==> config.mk <==
export PLATFORM = sky130hd
export DESIGN_NAME = iec_top
export DESIGN_NICKNAME = d
export VERILOG_FILES = /design/src/iec_pkg.sv /design/src/iec_apb_decode.sv /design/src/iec_enable_bank.sv /design/src/iec_top.sv
export SDC_FILE = /design/constraint.sdc
export NUM_CORES = 1
export LEC_CHECK = 0
export ABC_CLOCK_PERIOD_IN_PS = 1600
export BUFFER_PORTS_ARGS = -buffer_cell sky130_fd_sc_hd__buf_4
export CORE_MARGIN = 8
export CORE_UTILIZATION = 50
export CTS_CLUSTER_DIAMETER = 200
export DETAILED_ROUTE_END_ITERATION = 16
export PLACE_DENSITY = 0.88
export SLEW_MARGIN = 20
export SYNTH_ARGS = -nofsm -noshare
export SYNTH_HDL_FRONTEND = slang
export SYNTH_HIERARCHICAL = 1
export SYNTH_SLANG_ARGS = --single-unit
==> constraint.sdc <==
create_clock -name pclk -period 1.6 [get_ports pclk]
set_input_delay 0.16 -clock pclk [delete_from_list [all_inputs] [get_ports pclk]]
set_output_delay 0.16 -clock pclk [all_outputs]
set_load 0.005 [all_outputs]
==> src/iec_pkg.sv <==
// Package: constants and carrier types for the interrupt enable-clear bank.
// Assumes a 32-bit APB register bus and one system clock.
package iec_pkg;

  // =========================================================================
  // Register map
  // =========================================================================
  localparam logic [11:0] IEC_OFF_ENABLE_CLEAR = 12'h000;
  localparam logic [11:0] IEC_OFF_ENABLE_SET   = 12'h004;
  localparam logic [11:0] IEC_OFF_LINE_STATUS  = 12'h008;

  // =========================================================================
  // Field layout and reset values
  // =========================================================================
  localparam int          IEC_NUM_LINES    = 18;
  localparam int          IEC_FIRST_LINE   = 32;
  localparam int          IEC_LAST_LINE    = 49;
  localparam logic [17:0] IEC_ENABLE_RESET = 18'h00000;
  localparam logic [31:0] IEC_ZERO_WORD    = 32'h00000000;

  // =========================================================================
  // Carrier types
  // =========================================================================
  typedef struct packed {
    logic        psel;
    logic        penable;
    logic        pwrite;
    logic [11:0] paddr;
    logic [31:0] pwdata;
  } iec_apb_req_t;

  typedef struct packed {
    logic        pready;
    logic        pslverr;
    logic [31:0] prdata;
  } iec_apb_rsp_t;

  typedef struct packed {
    logic        wr_clear;
    logic        wr_set;
    logic [17:0] mask;
  } iec_wr_cmd_t;

endpackage

==> src/iec_apb_decode.sv <==
// Module: APB address decoder for the enable bank; single-cycle command out.
// Assumes requests come from logic on pclk; no synchroniser is needed.
`timescale 1ns/100ps
module iec_apb_decode
  import iec_pkg::*;
(
  input  wire logic         pclk,
  input  wire logic         presetn,
  input  iec_pkg::iec_apb_req_t req,
  output iec_pkg::iec_wr_cmd_t  cmd,
  output logic              addr_hit,
  output logic              addr_is_status
);

  logic access;

  assign access = req.psel && req.penable && req.pwrite;

  // =========================================================================
  // Decode
  // =========================================================================
  always_comb begin
    cmd            = '0;
    addr_hit       = 1'b0;
    addr_is_status = 1'b0;
    if (req.paddr == IEC_OFF_ENABLE_CLEAR) begin
      addr_hit     = 1'b1;
      cmd.wr_clear = access;
    end else if (req.paddr == IEC_OFF_ENABLE_SET) begin
      addr_hit   = 1'b1;
      cmd.wr_set = access;
    end else if (req.paddr == IEC_OFF_LINE_STATUS) begin
      addr_hit       = 1'b1;
      addr_is_status = 1'b1;
    end
    // Upper bits are unimplemented and never reach the mask
    cmd.mask = req.pwdata[IEC_NUM_LINES-1:0];
  end

endmodule

==> src/iec_enable_bank.sv <==
// Module: per-line enable flip-flops shared by the set and clear views.
// Assumes write commands are single-cycle pulses on pclk.
`timescale 1ns/100ps
module iec_enable_bank
  import iec_pkg::*;
#(
  parameter int N = IEC_NUM_LINES
)(
  input  wire logic         pclk,
  input  wire logic         presetn,
  input  iec_pkg::iec_wr_cmd_t  cmd,
  output logic [N-1:0]      enable_q
);

  logic [N-1:0] enable_reg;
  logic [N-1:0] enable_next;

  // =========================================================================
  // Next state: set or clear on ones, zeros leave lines alone
  // =========================================================================
  always_comb begin
    enable_next = enable_reg;
    if (cmd.wr_set) begin
      enable_next = enable_next | cmd.mask[N-1:0];
    end
    if (cmd.wr_clear) begin
      enable_next = enable_next & ~cmd.mask[N-1:0];
    end
  end

  always_ff @(posedge pclk or negedge presetn) begin
    if (!presetn) begin
      enable_reg <= IEC_ENABLE_RESET[N-1:0];
    end else begin
      enable_reg <= enable_next;
    end
  end

  assign enable_q = enable_reg;

endmodule

==> src/iec_top.sv <==
// Function
// - Bits 0..17 map to lines 32..49.
// - Writing one disables the matching line.
// - Writing zero leaves the line unchanged.
// - Read returns each line's enable state.
//
// Top: APB slave holding the enable-clear register for interrupt lines 32..49.
// Assumes an APB master on pclk; line_enable feeds the interrupt arbiter.
//
// Chosen here: the register offsets and register access over APB.
`timescale 1ns/100ps
module iec_top
  import iec_pkg::*;
(
  input  wire logic        pclk,
  input  wire logic        presetn,
  input  wire logic        psel,
  input  wire logic        penable,
  input  wire logic        pwrite,
  input  wire logic [11:0] paddr,
  input  wire logic [31:0] pwdata,
  input  wire logic [17:0] line_request,
  output logic [31:0]      prdata,
  output logic             pready,
  output logic             pslverr,
  output logic [17:0]      line_enable,
  output logic [17:0]      line_taken
);

  iec_apb_req_t req;
  iec_wr_cmd_t  cmd;
  logic         addr_hit;
  logic         addr_is_status;
  logic [17:0]  enable_q;

  logic [31:0]  prdata_reg;
  logic [31:0]  prdata_next;
  logic         pready_reg;
  logic         pready_next;
  logic         pslverr_reg;
  logic         pslverr_next;
  logic [17:0]  taken_reg;
  logic [17:0]  taken_next;

  function automatic logic [31:0] iec_widen(input logic [17:0] bits);
    iec_widen = {14'h0000, bits};
  endfunction

  assign req.psel    = psel;
  assign req.penable = penable;
  assign req.pwrite  = pwrite;
  assign req.paddr   = paddr;
  assign req.pwdata  = pwdata;

  // =========================================================================
  // Decode and enable storage
  // =========================================================================
  iec_apb_decode u_decode (
    .pclk           (pclk),
    .presetn        (presetn),
    .req            (req),
    .cmd            (cmd),
    .addr_hit       (addr_hit),
    .addr_is_status (addr_is_status)
  );

  iec_enable_bank #(
    .N (IEC_NUM_LINES)
  ) u_bank (
    .pclk     (pclk),
    .presetn  (presetn),
    .cmd      (cmd),
    .enable_q (enable_q)
  );

  // =========================================================================
  // APB answer: ready in the setup cycle's following access cycle
  // =========================================================================
  always_comb begin
    prdata_next  = IEC_ZERO_WORD;
    pready_next  = 1'b0;
    pslverr_next = 1'b0;
    if (psel && !penable) begin
      pready_next  = 1'b1;
      pslverr_next = !addr_hit;
      if (!pwrite && addr_hit) begin
        if (addr_is_status) begin
          prdata_next = iec_widen(line_request);
        end else begin
          prdata_next = iec_widen(enable_q);
        end
      end
    end
  end

  // Lines taken only while enabled; a cleared line stops one cycle after enable_q clears, with line_enable
  always_comb begin
    taken_next = line_request & enable_q;
  end

  always_ff @(posedge pclk or negedge presetn) begin
    if (!presetn) begin
      prdata_reg  <= IEC_ZERO_WORD;
      pready_reg  <= 1'b0;
      pslverr_reg <= 1'b0;
      taken_reg   <= IEC_ENABLE_RESET;
    end else begin
      prdata_reg  <= prdata_next;
      pready_reg  <= pready_next;
      pslverr_reg <= pslverr_next;
      taken_reg   <= taken_next;
    end
  end

  logic [17:0] enable_out_reg;

  always_ff @(posedge pclk or negedge presetn) begin
    if (!presetn) begin
      enable_out_reg <= IEC_ENABLE_RESET;
    end else begin
      enable_out_reg <= enable_q;
    end
  end

  assign prdata      = prdata_reg;
  assign pready      = pready_reg;
  assign pslverr     = pslverr_reg;
  assign line_enable = enable_out_reg;
  assign line_taken  = taken_reg;

endmodule
==> flow_metrics.tcl, run 1 <==
set metrics [dict create \
    status "completed" \
    antenna_found_initial 0 \
    fin_setup_tns_ps 0 \
    num_rows 28 \
    cp-endpoint "prdata[13]$_DFF_PN0_" \
    use_met2_pct 29.44 \
    cap_violations 0 \
    boundaryPins 137 \
    worstRegToRegCells 2 \
    yosys.area.top_type "dfrtp_1" \
    antenna_cells 0 \
    yosysMostFrequentCell "dfrtp_1" \
    ys_types 22 \
    reg2reg_to "prdata[10]$_DFF_PN0_" \
    wl_um 6619 \
    yosysSeqAreaShare_pct 63.30 \
    cts_hold_buf 19 \
    start_util_pct 50.61 \
    syn_to_final_growth_pct 37.81 \
    async_flop_share_pct 100.0 \
    tritoncts "built" \
    start_kind "primary input" \
    drt_iter0_drc 45 \
    slew-limit-headroom_pct 65.67 \
    reg2reg_slack_ps 840 \
    grt.met3_usage_pct 6.149 \
    drive_above_1_share_pct 47.09 \
    ys_top_cells_by_count "dfrtp_1 (74), buf_4 (32), a21oi_2 (20)" \
    path_max_fanout 18 \
    regArea_um2 1852 \
    synthTopCellsByArea "dfrtp_1 (63%), buf_4 (8.2%), mux2i_1 (6.2%)" \
    grt_util_met1_pct 15.52 \
    crit_type "primary input to flop" \
    drv_slew 0 \
    vias 1957 \
    grt_max_degree 42 \
    synth_warnings 6 \
    peakVddDrop_mv 0.4693 \
    setup_viol 0 \
    layout.nets 406 \
    clock-root-buffer "clkbuf_8" \
    clock_skew_ps 6.092 \
    hold_violations 0 \
    drt-vias-per-instance 4.671 \
    cts.clk_slew.worst_paths_ps 70 \
    startpoint "paddr[1]" \
    grt_pass1_wl_um 10830 \
    fp.dieW_um 92.49 \
    post_cts_resized 0 \
    p_leak_uw 0.002026 \
    max_freq_ghz 0.6913 \
    worst_ep_required_time_ps 1860 \
    synth_ff_type "dfrtp_1" \
    clk_latency_ps 340 \
    drc 0 \
    cts_buffers 9 \
    fp.dieArea_um2 8554 \
    postLayoutCellArea_um2 4031 \
    dr.pass1.iters 4 \
    fin_cells 419 \
    worst_pin_slew_ps 514.9 \
    synth_edf_count 0 \
    busiest_layer "met2" \
    drt-wirelength-per-cell_um 15.80 \
    r2r-start "u_bank/enable_q[10]$_DFF_PN0_" \
    h-tree-depth 3 \
    dp_hpwl_um 5018 \
    endpoint_kind "flop" \
    gp_congestion 0.7507 \
    core_area_um2 5781 \
    period_share_pct 90.41 \
    overflow 0 \
    worst_ep_arrival_time_ps 1710 \
    finalCriticalPeriod_ps 1447 \
    chipHeight_um 92.49 \
    clockBufferDepth 2 \
    power_density_nw_per_um2 849.5 \
    synth_top_area_share_pct 63.30 \
    grt_setup_unrepaired "false" \
    dpl_cell_area_um2 3651 \
    multi_input_area_um2 814.5 \
    postCtsSetupBuffers 0 \
    grt.total_usage_pct 16.33 \
    fillers 429 \
    dp_cells 384 \
    postRouteAntennaNets 0 \
    io_buffers 108 \
    syn_area_um2 2925 \
    synthCells 219 \
    clock_sinks 74 \
    hold_class "primary input to flop" \
    grt_pass1_vias 2257 \
    synth_area_per_cell_um2 13.36 \
    ys_seq_elements 74 \
]
worst max-delay path, cell delays in order:
cell	delay, ps
buf_4	110
or4_4	580
a2111oi_2	360
nand4bb_1	140
buf_4	220
nor2_1	150
where the power goes:
group          switching, uW  leakage [uW]  internal [uW]
logic                   98.7      0.000899            130
clock network            637     0.0000944            684
registers               1.88       0.00103           1870
total                    738       0.00203           2690
how the worst min path moves through the flow:
| stage | to | cells after the start | start | slack, ps |
|---|---|---|---|---|
| detailed placement | pready$_DFF_PN0_ | 1 | presetn | 170 |
| CTS | line_taken[12]$_DFF_PN0_ | 2 | line_request[12] | 20 |
| global placement | pslverr$_DFF_PN0_ | 1 | presetn | 170 |
| finish | line_taken[12]$_DFF_PN0_ | 2 | line_request[12] | 30 |
| floorplan | line_enable[0]$_DFF_PN0_ | 0 | presetn | -140 |
| global route | line_taken[13]$_DFF_PN0_ | 2 | line_request[13] | 20 |
cell type report:
class	count	area share, %
clock buffer	12	4.097
clock inverter	4	0.6207
tap	75	2.328
sequential	74	45.93
multi-input combinational	118	20.20
timing repair buffer	136	26.82
cell usage in the layout (no fill, tap or decap), types with 2 or more instances in the layout:
master	instances
buf_4	116
dfrtp_1	74
a21oi_2	20
dlygate4sd3_1	19
mux2i_1	18
nor2_1	18
and2_1	18
a21oi_1	16
conb_1	14
clkbuf_8	12
clkinvlp_4	2
clkinv_2	2
or4_4	2
nor4_2	2
kinds of logic (layout without fill, tap and decap cells):
| kind of cell | Yosys count | in the layout | synth area share, % |
|---|---|---|---|
| AO/OA/AOI/OAI | 37 | 37 | 9.239 |
| buffers and inverters | 40 | 152 | 11.72 |
| flip-flops | 74 | 74 | 63.30 |
| multiplexers | 18 | 18 | 6.159 |
| other | 1 | 14 | 0.1282 |
| AND/OR/NAND/NOR | 49 | 49 | 9.453 |
metrics by stage:
stage                     utilization [%]  worst slack (ps)  hold WS, ps  power [uW]
after floorplan                         -            -21.11       -135.6        2002
after global placement              63.16            -158.9        171.9        2098
after detailed placement            63.16            -205.8        174.3        2104
after CTS                           69.74             151.2        21.50        3469
after global routing                69.74             96.61        19.50        3580
final                               69.74             153.4        33.84        3425
layer usage:
metal  vias to the layer above  wire length, um
li1                        926                -
met1                       938             2267
met2                        77             3648
met3                        16              489
met4                         0              215
met5                         -                0
Power figures use the tool's default switching activity.
==> run 2, diff against run 1 <==
--- a/config.mk
+++ b/config.mk
@@ -12,6 +12,7 @@
 export CTS_CLUSTER_DIAMETER = 200
 export DETAILED_ROUTE_END_ITERATION = 16
 export PLACE_DENSITY = 0.88
+export SETUP_SLACK_MARGIN = 0.2
 export SLEW_MARGIN = 20
 export SYNTH_ARGS = -nofsm -noshare
 export SYNTH_HDL_FRONTEND = slang
==> run 2 against run 1 <==
Effect of this change:
- sequential cell count unchanged
- power shrank 2.3%
- largest cell class unchanged
- maximum frequency about the same
- critical path depth unchanged
- sequential share of layout area down 0.099 points
- via count fell by 2.0%
- die area unchanged
- cell count decreased by 1.4%
==> flow_metrics.tcl, run 2 (synthesis gave the netlist of run 1 again) <==
set metrics [dict create \
    status "completed" \
    max_freq_ghz 0.6906 \
    crit_type "primary input to flop" \
    start_kind "primary input" \
    chipHeight_um 92.49 \
    dr.pass1.iters 4 \
    finalCriticalPeriod_ps 1448 \
    critical_path_buf_inv_count 2 \
    clock-root-buffer "clkbuf_8" \
    place_ws_ps -183.1 \
    final_util_pct 69.89 \
    grt_max_degree 47 \
    min_from "pwdata[16]" \
    cpPeakStageDelay_ps 570 \
    p_leak_uw 0.002021 \
    wl_um 6681 \
    drt_iter0_drc 52 \
    worst_ep_arrival_time_ps 1670 \
    final_common_cell "buf_4" \
    worstRegToRegCells 2 \
    setup_viol 0 \
    num_rows 28 \
    reg2reg_slack_ps 800 \
    antenna_found_initial 0 \
    whs_endpoint "u_bank/enable_q[16]$_DFF_PN0_" \
    cts.clk_slew.worst_paths_ps 70 \
    multi_input_area_um2 877.1 \
    clockBufferDepth 2 \
    path_max_fanout 8 \
    vias 1918 \
    dpl_cell_area_um2 3643 \
    tritoncts "built" \
    endpoint_kind "flop" \
    postCtsSetupBuffers 0 \
    drc 0 \
    drive_above_1_share_pct 48.07 \
    core_area_um2 5781 \
    postRouteAntennaNets 0 \
    final_cell_mix "buf_4 (110), dfrtp_1 (74), nor2_1 (18), and2_1 (18), a21oi_2 (18)" \
    clock_skew_ps 4.948 \
    regArea_um2 1852 \
    hold_class "primary input to flop" \
    drt-vias-per-instance 4.644 \
    grt_pass1_vias 2128 \
    r2r-start "u_bank/enable_q[13]$_DFF_PN0_" \
    reg2reg_to "prdata[13]$_DFF_PN0_" \
    fillers 437 \
    grt.total_usage_pct 15.71 \
    crit_path_top_delay_cell "or4_4" \
    clk_latency_ps 330 \
    grt_setup_unrepaired "true" \
    io_buffers 108 \
    critical-path-top-delay-family "simple AND/OR/NAND/NOR gates" \
    fp.dieArea_um2 8554 \
    clock_sinks 74 \
    overflow 0 \
    fp.dieW_um 92.49 \
    dp_hpwl_um 5006 \
    cap_violations 0 \
    crit_path_cell_trace "buf_4, or4_4, nor4_4, buf_6, mux2i_2, nor2_1" \
    start_util_pct 50.61 \
    boundaryPins 137 \
    syn_to_final_growth_pct 38.11 \
    layout.nets 400 \
    cts_buffers 9 \
    period_share_pct 90.50 \
    h-tree-depth 3 \
    hold_depth 2 \
    setup_ws_ps 152.0 \
    worst_ep_required_time_ps 1820 \
    hold_violations 0 \
    grt_pass1_wl_um 10570 \
    gp_congestion 0.8226 \
    drv_slew 0 \
    power_density_nw_per_um2 828.4 \
    peakVddDrop_mv 0.4677 \
    postLayoutCellArea_um2 4040 \
    drt-wirelength-per-cell_um 16.18 \
]
==> run 2: changes by cell type in the layout (fill, tap and decap cells not counted), moves of 2 or more <==
cell / previous run / this run
buf_4: 116 / 110
buf_6: 0 / 6
dlygate4sd3_1: 19 / 13
a21oi_4: 0 / 4
a21oi_1: 16 / 14
a21oi_2: 20 / 18
clkbuf_1: 0 / 2
==> run 2: area by class of cell <==
| cell class | instances | share of cell area (%) |
|---|---|---|
| antenna | 1 | 0.06194 |
| clock buffer | 13 | 3.933 |
| clock inverter | 2 | 0.3097 |
| multi-input combinational | 118 | 21.71 |
| sequential | 74 | 45.83 |
| tap | 75 | 2.323 |
| timing repair buffer | 130 | 25.83 |
==> run 2: worst max-delay path by stage <==
stage | from | end | slack, ps | cells after the start
floorplan | paddr[1] | prdata[10]$_DFF_PN0_ | -20 | 6
global placement | paddr[7] | prdata[3]$_DFF_PN0_ | -170 | 6
detailed placement | paddr[7] | prdata[15]$_DFF_PN0_ | -180 | 6
CTS | paddr[1] | u_bank/enable_q[0]$_DFF_PN0_ | 170 | 6
global route | paddr[6] | prdata[13]$_DFF_PN0_ | 100 | 6
finish | paddr[6] | prdata[13]$_DFF_PN0_ | 150 | 6
==> run 2: timing repair <==
| action | in CTS | in global routing |
|---|---|---|
| setup endpoints to repair | 23 | 35 |
| pin swaps | 0 | 1 |
| endpoints found under the hold margin | 37 | 3 |
| cloned | 0 | 1 |
| gates resized for setup | 0 | 17 |
| hold buffers | 10 | 3 |
==> run 2: power breakdown <==
group	switching, uW	total [uW]	internal, uW
registers	1.72	1880	1870
logic	103	226	123
clock network	607	1250	638
==> run 2: stage by stage <==
| stage | hold WS, ps | setup TNS (ps) | std cells | power (uW) |
|---|---|---|---|---|
| floorplan | -135.6 | -211.1 | 232 | 2002 |
| global placement | 97.79 | -4286 | 383 | 2099 |
| detailed placement | 108.0 | -5596 | 383 | 2104 |
| CTS | 0.4777 | 0 | 408 | 3365 |
| global route | 2.543 | 0 | 412 | 3491 |
| finish | 11.54 | 0 | 413 | 3347 |
==> run 2: worst reg2reg max path, delay by kind of cell, from the launching register on <==
family | cells | cell delay, ps
mux | 1 | 180
flops | 1 | 440
simple gates | 1 | 60
==> run 2: routing by layer <==
layer | up-vias | wire, um | GRT usage, %
met4 | 0 | 151 | 7.919
met2 | 72 | 3741 | 28.19
met5 | - | 0 | 0
li1 | 913 | - | -
met1 | 919 | 2402 | 16.45
met3 | 14 | 385 | 4.450
==> run 3, diff against run 2 <==
--- a/config.mk
+++ b/config.mk
@@ -5,13 +5,13 @@
 export SDC_FILE = /design/constraint.sdc
 export NUM_CORES = 1
 export LEC_CHECK = 0
-export ABC_CLOCK_PERIOD_IN_PS = 1600
+export ABC_AREA = 1
 export BUFFER_PORTS_ARGS = -buffer_cell sky130_fd_sc_hd__buf_4
 export CORE_MARGIN = 8
-export CORE_UTILIZATION = 50
+export CORE_UTILIZATION = 52
 export CTS_CLUSTER_DIAMETER = 200
 export DETAILED_ROUTE_END_ITERATION = 16
-export PLACE_DENSITY = 0.88
+export PLACE_DENSITY = 0.89
 export SETUP_SLACK_MARGIN = 0.2
 export SLEW_MARGIN = 20
 export SYNTH_ARGS = -nofsm -noshare
==> run 3 against run 2 <==
Effect of this change:
- global-route usage is 2.3 points higher
- via count is 32% higher
- synthesized area is 12% higher
- largest cell class unchanged
==> flow_metrics.tcl, run 3 <==
set metrics [dict create \
    fin_setup_tns_ps 0 \
    drv_slew 0 \
    grt.total_usage_pct 17.98 \
    drc 0 \
    whs_endpoint "line_taken[9]$_DFF_PN0_" \
    endpoint_kind "flop" \
    p_leak_uw 0.002611 \
    yosysSeqAreaShare_pct 56.32 \
    power_density_nw_per_um2 832.8 \
    grt_pass1_wl_um 12320 \
    antenna_cells 0 \
    peakVddDrop_mv 0.6560 \
    postRouteAntennaNets 0 \
    path_max_fanout 11 \
    start_kind "primary input" \
    clock_sinks 74 \
    drive_above_1_share_pct 27.29 \
    synth_ff_type "dfrtp_1" \
    yosys.area.top_type "dfrtp_1" \
    grt.met3_usage_pct 5.276 \
    fin_cells 579 \
    worst_ep_required_time_ps 1880 \
    grt_pass1_vias 2749 \
    hold_class "primary input to flop" \
    boundaryPins 137 \
    h-tree-depth 3 \
    cts_buffers 9 \
    postLayoutCellArea_um2 4204 \
    async_flop_share_pct 100.0 \
    cap_violations 0 \
    period_share_pct 84.87 \
    num_rows 29 \
    clk_latency_ps 350 \
    worst_ep_arrival_time_ps 1640 \
    synth_warnings 6 \
    clock_skew_ps 9.397 \
    wl_um 7844 \
    gp_congestion 0.7436 \
    dp_cells 560 \
    use_met2_pct 33.66 \
    r2r-start "u_bank/enable_q[16]$_DFF_PN0_" \
    drt-vias-per-instance 4.377 \
    crit_type "primary input to flop" \
    power_frac_clock_pct 38.3 \
    dpl_cell_area_um2 3965 \
    synthCells 396 \
    p_comb_share_pct 7.3 \
    grt_max_degree 45 \
    overflow 0 \
    antenna_found_initial 0 \
    grt_setup_unrepaired "true" \
    swShare_pct 22.02 \
    chipHeight_um 95.52 \
    synth_top_area_share_pct 56.32 \
    drt-wirelength-per-cell_um 13.55 \
    layout.nets 566 \
    ys_top_cells_by_count "nand2_1 (112), inv_1 (94), dfrtp_1 (74)" \
    finalCriticalPeriod_ps 1358 \
    min_from "line_request[9]" \
    setup_viol 0 \
    start_util_pct 52.69 \
    yosysMostFrequentCell "nand2_1" \
    switching_power_uw 770.9 \
    fp.dieArea_um2 9124 \
    ys_seq_elements 74 \
    dr.pass1.iters 4 \
    syn_to_final_growth_pct 27.85 \
    syn_area_um2 3288 \
    dp_hpwl_um 5901 \
    cts.clk_slew.worst_paths_ps 80 \
    synth_edf_count 0 \
    fp.dieW_um 95.52 \
    synthTopCellsByArea "dfrtp_1 (56%), nand2_1 (13%), inv_1 (11%)" \
    tritoncts "built" \
    worstRegToRegCells 4 \
    reg2reg_slack_ps 710 \
    final_common_cell "nand2_1" \
    status "completed" \
    vias 2534 \
    busiest_layer "met2" \
    final_cell_mix "nand2_1 (112), buf_4 (111), inv_1 (94), dfrtp_1 (74), nor2_1 (60)" \
    ys_types 17 \
    max_freq_ghz 0.7364 \
    hold_depth 3 \
    reg2reg_to "prdata[16]$_DFF_PN0_" \
    intPower_uw 2730 \
    drt_iter0_drc 115 \
    seq_power_share_pct 54.4 \
    grt_util_met1_pct 16.44 \
    synth_area_per_cell_um2 8.303 \
    hold_violations 0 \
    clockBufferDepth 2 \
    io_buffers 108 \
    core_area_um2 6241 \
    clock-root-buffer "clkbuf_8" \
]
run 3: cell count changes in the layout (fill, tap and decap cells not counted), moves of 3 or more:
| cell | change |
|---|---|
| inv_1 | +94 |
| nor2_1 | +42 |
| mux2i_1 | -17 |
| a21oi_4 | -4 |
| nand2_1 | +112 |
| a21oi_2 | -18 |
| and2_1 | -18 |
| dlygate4sd3_1 | -8 |
| a21oi_1 | -14 |
| nor2_2 | +4 |
| buf_6 | -3 |
run 3: metal layers:
layer | vias to the layer above | wire [um]
met5 | - | 0
met1 | 1167 | 2709
met4 | 0 | 328
met2 | 92 | 4297
met3 | 24 | 509
li1 | 1251 | -
run 3: repair_timing:
item / 4_1_cts / 5_1_grt
hold buffers: 5 / 0
buffers inserted: 0 / 0
hold endpoints to repair: 35 / 0
setup endpoints to repair: 0 / 15
gates resized for setup: 0 / 5
run 3: cell families after synthesis:
logic type,synth area share (%)
simple gates,22.03
other cells,0.1140
flops,56.32
buf+inv,21.39
compound gates,0.1521
run 3: area by class of cell:
class	instances	area, um^2
Tap cell	77	96.34
Timing Repair Buffer	120	937.1
Multi-Input combinational cell	199	789.5
Clock inverter	4	45.04
Inverter	95	356.6
Fill cell	481	2037
Clock buffer	10	127.6
Sequential cell	74	1852
run 3: worst max-delay path by stage:
| stage | startpoint | end | slack (ps) | cells past startpoint |
|---|---|---|---|---|
| floorplan | paddr[11] | prdata[10]$_DFF_PN0_ | 490 | 10 |
| global placement | paddr[11] | prdata[2]$_DFF_PN0_ | 300 | 10 |
| detailed placement | paddr[11] | prdata[12]$_DFF_PN0_ | 210 | 10 |
| CTS | penable | u_bank/enable_q[0]$_DFF_PN0_ | 260 | 9 |
| global route | penable | u_bank/enable_q[5]$_DFF_PN0_ | 200 | 9 |
| finish | penable | u_bank/enable_q[2]$_DFF_PN0_ | 240 | 10 |
run 3: critical path, cell delays in order:
cell and delay (ps):
dlygate4sd3_1 550, buf_4 130, and3_1 140, nand2_1 100, nor2_2 160, buf_6 170
nand2_1 70, nand2_1 70, nand2_1 50, inv_1 50
run 3: metrics by stage:
stage | hold WS, ps | power, uW | util, % | setup slack (ps)
after floorplan | -135.6 | 2044 | - | 494.8
after global placement | 114.1 | 2176 | 63.53 | 299.5
after detailed placement | 118.3 | 2189 | 63.53 | 205.5
after CTS | 0.5967 | 3515 | 67.10 | 262.7
after global routing | 13.25 | 3648 | 67.36 | 195.0
final | 7.394 | 3501 | 67.36 | 242.0
run 3: power groups by stage:
stage	sequential [uW]	combinational, uW	clock (uW)
finish	1900	257	1340
CTS	1910	259	1350
floorplan	1940	99.4	0
global route	1910	285	1460
global placement	1940	237	0
detailed placement	1940	248	0
